### src/verilog/ncopm_defs.vh
`ifndef NCOPM_DEFS_VH
`define NCOPM_DEFS_VH

// register indices on the plain register port
`define NCOPM_ADDR_W        4
`define NCOPM_IDX_FREQ_WORD_ZERO     4'h0
`define NCOPM_IDX_FREQ_WORD_ONE     4'h1
`define NCOPM_IDX_PHASE0    4'h2
`define NCOPM_IDX_PHASE1    4'h3
`define NCOPM_IDX_PHASE2    4'h4
`define NCOPM_IDX_PHASE3    4'h5
`define NCOPM_IDX_ACC       4'h6

// field widths and positions
`define NCOPM_ACC_W         32
`define NCOPM_PH_W          12
`define NCOPM_PH_LSB        20
`define NCOPM_AMP_W         10
`define NCOPM_NUM_PH        4

// reset values
`define NCOPM_FREQ_RST      32'h00000000
`define NCOPM_PH_RST        12'h000
`define NCOPM_ACC_RST       32'h00000000
`define NCOPM_AMP_MID       10'h200

// pipeline length from sampled select to converter code
`define NCOPM_LATENCY       6

// sine approximation coefficients, scaled by 1024, and the 9-bit peak magnitude
`define NCOPM_COEF_LIN      11'h31A
`define NCOPM_COEF_SQ       11'h0E6
`define NCOPM_AMP_PEAK      9'h1FF

`endif

### src/verilog/ncopm_top.v
// The implementer's own choices: the address map and the strobed register port.
`timescale 1ns/10ps
`default_nettype none
`include "ncopm_defs.vh"

module ncopm_top (
  input  wire                      clk_i,
  input  wire                      resetn_i,
  input  wire                      sleep_n_i,
  input  wire                      freq_bank_select_i,
  input  wire                      phase_index_bit0_i,
  input  wire                      phase_index_bit1_i,
  input  wire [`NCOPM_ADDR_W-1:0]  reg_addr_i,
  input  wire [31:0]               reg_wdata_i,
  input  wire                      reg_wr_i,
  input  wire                      reg_rd_i,
  output reg  [31:0]               reg_rdata_o,
  output reg  [`NCOPM_AMP_W-1:0]   dac_code_o
);

  // sine of a 12-bit phase as offset-binary 10-bit code
  function [`NCOPM_AMP_W-1:0] ncopm_sine;
    input [`NCOPM_PH_W-1:0] ph;
    reg   [10:0]            h;
    reg   [11:0]            hc;
    reg   [20:0]            y;
    reg   [41:0]            y2;
    reg   [31:0]            s_acc;
    reg   [20:0]            s;
    reg   [29:0]            m;
    reg   [8:0]             mag;
    begin
      h     = ph[10:0];
      hc    = 12'h800 - {1'b0, h};
      // parabola 4x(1-x) over the half cycle, Q20; peak 2^20 fits 21 bits
      y     = h * hc;
      y2    = y * y;
      // refine toward a true sine: 0.775y + 0.225y^2, at most 2^30
      s_acc = (y * `NCOPM_COEF_LIN) + (y2[41:20] * `NCOPM_COEF_SQ);
      s     = s_acc[30:10];
      // scale to the 9-bit magnitude, at most 511 * 2^20
      m     = s * `NCOPM_AMP_PEAK;
      mag   = (m[29:20] > 10'h1FF) ? 9'h1FF : m[28:20];
      if (ph[11])
        ncopm_sine = `NCOPM_AMP_MID - {1'b0, mag};
      else
        ncopm_sine = `NCOPM_AMP_MID + {1'b0, mag};
    end
  endfunction

  reg  [`NCOPM_ACC_W-1:0]  freq_word_zero_reg;
  reg  [`NCOPM_ACC_W-1:0]  freq_word_one_reg;
  reg  [`NCOPM_PH_W-1:0]   phase_ofs_reg [0:`NCOPM_NUM_PH-1];
  reg  [`NCOPM_ACC_W-1:0]  step_reg;
  reg  [1:0]               psel_reg;
  reg  [`NCOPM_ACC_W-1:0]  acc_reg;
  reg  [`NCOPM_PH_W-1:0]   pofs_reg;
  reg  [`NCOPM_PH_W-1:0]   pm_addr_reg;
  reg  [`NCOPM_AMP_W-1:0]  lut_reg;
  reg  [`NCOPM_AMP_W-1:0]  hold_reg;
  wire                     run;
  wire [`NCOPM_ACC_W-1:0]  acc_next;
  wire [`NCOPM_PH_W-1:0]   pm_next;
  wire [`NCOPM_AMP_W-1:0]  lut_next;

  // sleep gates every datapath stage, as a stopped clock would
  // sleep freezes pipeline
  assign run = sleep_n_i;

  assign acc_next = acc_reg + step_reg;

  // offset on MSBs, keep top 12 bits as address
  assign pm_next = acc_reg[`NCOPM_ACC_W-1:`NCOPM_PH_LSB] + pofs_reg;

  assign lut_next = ncopm_sine(pm_addr_reg);

  // frequency word writes
  always @(posedge clk_i or negedge resetn_i) begin
    if (!resetn_i) begin
      freq_word_zero_reg <= `NCOPM_FREQ_RST;
      freq_word_one_reg  <= `NCOPM_FREQ_RST;
    end else if (reg_wr_i) begin
      if (reg_addr_i == `NCOPM_IDX_FREQ_WORD_ZERO)
        freq_word_zero_reg <= reg_wdata_i;
      if (reg_addr_i == `NCOPM_IDX_FREQ_WORD_ONE)
        freq_word_one_reg <= reg_wdata_i;
    end
  end

  genvar gi;
  generate
    for (gi = 0; gi < `NCOPM_NUM_PH; gi = gi + 1) begin : g_phase
      // register index of this offset, cut to the address width on purpose
      localparam integer PH_IDX = `NCOPM_IDX_PHASE0 + gi;
      localparam [`NCOPM_ADDR_W-1:0] PH_ADDR = PH_IDX[`NCOPM_ADDR_W-1:0];
      always @(posedge clk_i or negedge resetn_i) begin
        if (!resetn_i)
          phase_ofs_reg[gi] <= `NCOPM_PH_RST;
        else if (reg_wr_i && (reg_addr_i == PH_ADDR))
          phase_ofs_reg[gi] <= reg_wdata_i[`NCOPM_PH_W-1:0];
      end
    end
  endgenerate

  // stage 1: sample selects and latch the chosen step
  always @(posedge clk_i or negedge resetn_i) begin
    if (!resetn_i) begin
      step_reg <= `NCOPM_FREQ_RST;
      psel_reg <= 2'h0;
    end else if (run) begin
      step_reg <= freq_bank_select_i ? freq_word_one_reg : freq_word_zero_reg;
      psel_reg <= {phase_index_bit1_i, phase_index_bit0_i};
    end
  end

  // stage 2: accumulate; a bank switch only changes the step
  always @(posedge clk_i or negedge resetn_i) begin
    if (!resetn_i) begin
      acc_reg  <= `NCOPM_ACC_RST;
      pofs_reg <= `NCOPM_PH_RST;
    end else if (run) begin
      // once per clock, no reload on switch
      acc_reg  <= acc_next;
      pofs_reg <= phase_ofs_reg[psel_reg];
    end
  end

  // stages 3 to 6: modulate, look up, align, drive converter
  always @(posedge clk_i or negedge resetn_i) begin
    if (!resetn_i) begin
      pm_addr_reg <= `NCOPM_PH_RST;
      lut_reg     <= `NCOPM_AMP_MID;
      hold_reg    <= `NCOPM_AMP_MID;
      dac_code_o  <= `NCOPM_AMP_MID;
    end else if (run) begin
      pm_addr_reg <= pm_next;
      lut_reg     <= lut_next;
      hold_reg    <= lut_reg;
      // fresh code each clock, sixth stage
      dac_code_o  <= hold_reg;
    end
  end

  // register read port, data one cycle after the strobe
  always @(posedge clk_i or negedge resetn_i) begin
    if (!resetn_i) begin
      reg_rdata_o <= 32'h00000000;
    end else if (reg_rd_i) begin
      case (reg_addr_i)
        `NCOPM_IDX_FREQ_WORD_ZERO:  reg_rdata_o <= freq_word_zero_reg;
        `NCOPM_IDX_FREQ_WORD_ONE:  reg_rdata_o <= freq_word_one_reg;
        `NCOPM_IDX_PHASE0: reg_rdata_o <= {20'h00000, phase_ofs_reg[0]};
        `NCOPM_IDX_PHASE1: reg_rdata_o <= {20'h00000, phase_ofs_reg[1]};
        `NCOPM_IDX_PHASE2: reg_rdata_o <= {20'h00000, phase_ofs_reg[2]};
        `NCOPM_IDX_PHASE3: reg_rdata_o <= {20'h00000, phase_ofs_reg[3]};
        `NCOPM_IDX_ACC:    reg_rdata_o <= acc_reg;
        default:           reg_rdata_o <= 32'h00000000;
      endcase
    end else begin
      reg_rdata_o <= 32'h00000000;
    end
  end

endmodule // ncopm_top

`default_nettype wire

### config.mk
export PLATFORM = sky130hd
export DESIGN_NAME = ncopm_top
export DESIGN_NICKNAME = d
export VERILOG_FILES = /design/src/verilog/ncopm_top.v
export VERILOG_INCLUDE_DIRS = /design/src /design/src/verilog
export SDC_FILE = /design/constraint.sdc
export NUM_CORES = 2
export LEC_CHECK = 0
export ABC_AREA = 0
export CORE_MARGIN = 8
export CORE_UTILIZATION = 40
export DETAILED_ROUTE_END_ITERATION = 6
export DONT_BUFFER_PORTS = 1
export PLACE_DENSITY = 0.54
export SKIP_CTS_REPAIR_TIMING = 1
export SYNTH_ARGS = -nofsm -noshare
export SYNTH_HDL_FRONTEND = slang
export SYNTH_SLANG_ARGS = --single-unit
### constraint.sdc
create_clock -name clk_i -period 27 [get_ports clk_i]
set_input_delay 8.1 -clock clk_i [delete_from_list [all_inputs] [get_ports clk_i]]
set_output_delay 8.1 -clock clk_i [all_outputs]
set_load 0.01 [all_outputs]
==> impl_metrics.csv <==
group,metric,value,unit
sta,tightest_slew,1.06,ns
placed_design,post-dp-hpwl,80700,um
critical_path,cp-startpoint,"pm_addr_reg[2]$_DFFE_PN0P_",
logic_synthesis,yosysUniqueCellTypes,94,
logic_synthesis,synth_area_leaders,"fa_1 27%, ha_1 16%, dfrtp_1 16%",
floorplanning,design.core.area,0.102,mm2
logic_synthesis,synth.avg_cell_area,9.67,um2
final_layout,final_cell_mix,"959 x inv_1, 561 x fa_1, 529 x ha_1",
routing,vias,28700,
sta,hold_violations,0,
global_routing,grt_pass1_wl,165000,um
logic_synthesis,synth_seq_cells,264,
floorplanning,die_height,337,um
critical_path,crit_path_top_delay_cell,"dfrtp_1",
clocking,cts_sinks,264,
global_routing,grt_max_degree,265,
logic_synthesis,synth_area,0.0411,mm2
critical_path,regToRegSetupSlack,1.59,ns
critical_path,crit_path_end_kind,"flop",
sta,finClkSkew,0.0348,ns
clocking,clk_latency,0.58,ns
floorplanning,rows,117,
flow_run,maxCapViolCount,0,
floorplanning,initial_core_util,40.4,%
routing,ant_nets,0,
clocking,path_clk_slew,0.07,ns
routing,drt_first_pass_iters,5,
global_routing,antenna_found_initial,1,
sta,fmax,39.3,MHz
sta,hold_slack,0.490,ns
routing,routed_wl,100000,um
critical_path,critPathKind,"flop to flop",
routing,wire_per_inst,17.8,um
logic_synthesis,synth_top_area_cell,"fa_1",
final_layout,drive_gt1_share,8.81,%
placed_design,gp_congestion,0.889,
critical_path,crit_path_end,"lut_reg[8]$_DFFE_PN0P_",
logic_synthesis,syn_inst,4255,
clocking,cts_tree,"done",
sta,rsz0062_at_grt,"false",
floorplanning,ios,86,
min_path,min-delay-path-class,"flop to flop",
clocking,cts_made_buffers,28,
routing,drc,0,
sta,fin_crit_sh,94.1,%
sta,drv_slew,0,
routing,routed_via_density,5.10,
critical_path,cpMostUsedCell,"fa_1",
sta,setup_viol,0,
logic_synthesis,yosysTopAreaCellShare,27.3,%
logic_synthesis,ys_seq_area_share,16.1,%
logic_synthesis,async_reset_ff_share,100,%
sta,max_slew_margin,29.2,%
critical_path,slowest_delay,0.56,ns
critical_path,crit_fanout,15,
logic_synthesis,synth_ff_type,"dfrtp_1",
global_routing,grtUsageTotal,17.9,%
logic_synthesis,ys_warn_count,0,
final_layout,final_cells,5641,
floorplanning,die-area,0.113,mm2
final_layout,layout_commonest_cell,"inv_1",
final_layout,area_delta_synth_final,7.45,%
placed_design,numPortBuffers,0,
clocking,cts_buffer_depth,3,
critical_path,r2r-end,"lut_reg[8]$_DFFE_PN0P_",
floorplanning,die_x,337,um
status,status,"finished clean",
final_layout,fin_nets,5382,
clocking,htreeDepth,1,
critical_path,critPathLaunchType,"flop",
routing,first_iter_violations,1676,
critical_path,crit_required,27.45,ns
logic_synthesis,synth_edf_count,0,
sta,finalSetupTns,0,ns
global_routing,grt-ovfl-total,0,
critical_path,reg2reg_depth,98,
critical_path,arrival,25.86,ns
final_layout,largest_reg_flops,48,
clocking,cts-root-buf,"clkbuf_16",
sta,period_needed,25.41,ns
placed_design,placedCellCount,5574,
global_routing,first_global_vias,29800,
critical_path,r2r-start,"pm_addr_reg[2]$_DFFE_PN0P_",
[worst max-delay path, delay by kind of cell, from the launching register on]
kind / cells / cell delay, ns
simple gates: 24 / 5.34
xor+xnor: 7 / 1.16
fa+ha+maj: 26 / 11.17
flops: 1 / 0.56
compound gates: 21 / 4.91
buf+inv: 18 / 1.46
mux: 2 / 0.64
[metal layers]
layer	track usage (%)	up-vias	part of all wire, %
met5	0	-	0
met4	3.15	0	1.8
met3	2.34	95	4.7
met2	28.6	509	45
met1	26.2	14300	48
li1	-	13800	-
[kinds of logic (layout without fill, tap and decap cells)]
family,Yosys count,count (layout),synth area share (%)
AO/OA/AOI/OAI,635,635,10.8
XOR/XNOR,198,198,4.42
adder cells (fa/ha/maj),1098,1098,43.6
buffers and inverters,1069,1077,9.77
flip-flops,264,264,16.1
multiplexers,222,222,6.30
other,2,12,0.0183
AND/OR/NAND/NOR,767,767,9.05
[synthesized netlist by cell type (31+ instances only)]
| library cell | count |
|---|---|
| o21bai_1 | 31 |
| mux2i_1 | 38 |
| mux2_2 | 170 |
| clkbuf_1 | 83 |
| a222oi_1 | 31 |
| xor2_1 | 62 |
| a21oi_1 | 160 |
| nand3_1 | 35 |
| nor2_1 | 215 |
| nor2b_1 | 67 |
| a21o_1 | 91 |
| ha_1 | 529 |
| nand2b_1 | 47 |
| xnor2_1 | 128 |
| inv_1 | 961 |
| and2_1 | 42 |
| nand2_1 | 210 |
| nor3_1 | 49 |
| fa_1 | 561 |
| dfrtp_1 | 261 |
| o21ai_0 | 73 |
[stage by stage]
step	cell area, um2	util, %	worst slack [ns]
final	44200	43.4	1.59
after global routing	44200	43.4	0.0653
after CTS	43900	43.1	0.243
after detailed placement	42900	42.1	0.386
after global placement	42900	42.1	0.766
after floorplan	41200	-	3.04
[layout make-up]
type,count,area (um2)
Antenna cell,3,7.51
Clock buffer,37,795
Clock inverter,15,246
Fill cell,10200,57700
Inverter,969,3640
Multi-Input combinational cell,2929,30800
Sequential cell,264,6610
Tap cell,1368,1710
Timing Repair Buffer,56,420
[worst min-delay path by stage]
stage                                 startpoint                endpoint  depth (start not counted)
after CTS                 lut_reg[9]$_DFFE_PN1P_  lut_reg[9]$_DFFE_PN1P_                          2
after detailed placement  lut_reg[9]$_DFFE_PN1P_  lut_reg[9]$_DFFE_PN1P_                          2
final                     lut_reg[9]$_DFFE_PN1P_  lut_reg[9]$_DFFE_PN1P_                          2
after global routing      lut_reg[9]$_DFFE_PN1P_  lut_reg[9]$_DFFE_PN1P_                          2
after floorplan           lut_reg[9]$_DFFE_PN1P_  lut_reg[9]$_DFFE_PN1P_                          2
after global placement    lut_reg[9]$_DFFE_PN1P_  lut_reg[9]$_DFFE_PN1P_                          2
Power is not shown: default switching activity piles up to over one toggle a cycle in this logic, so the estimate is an artifact.
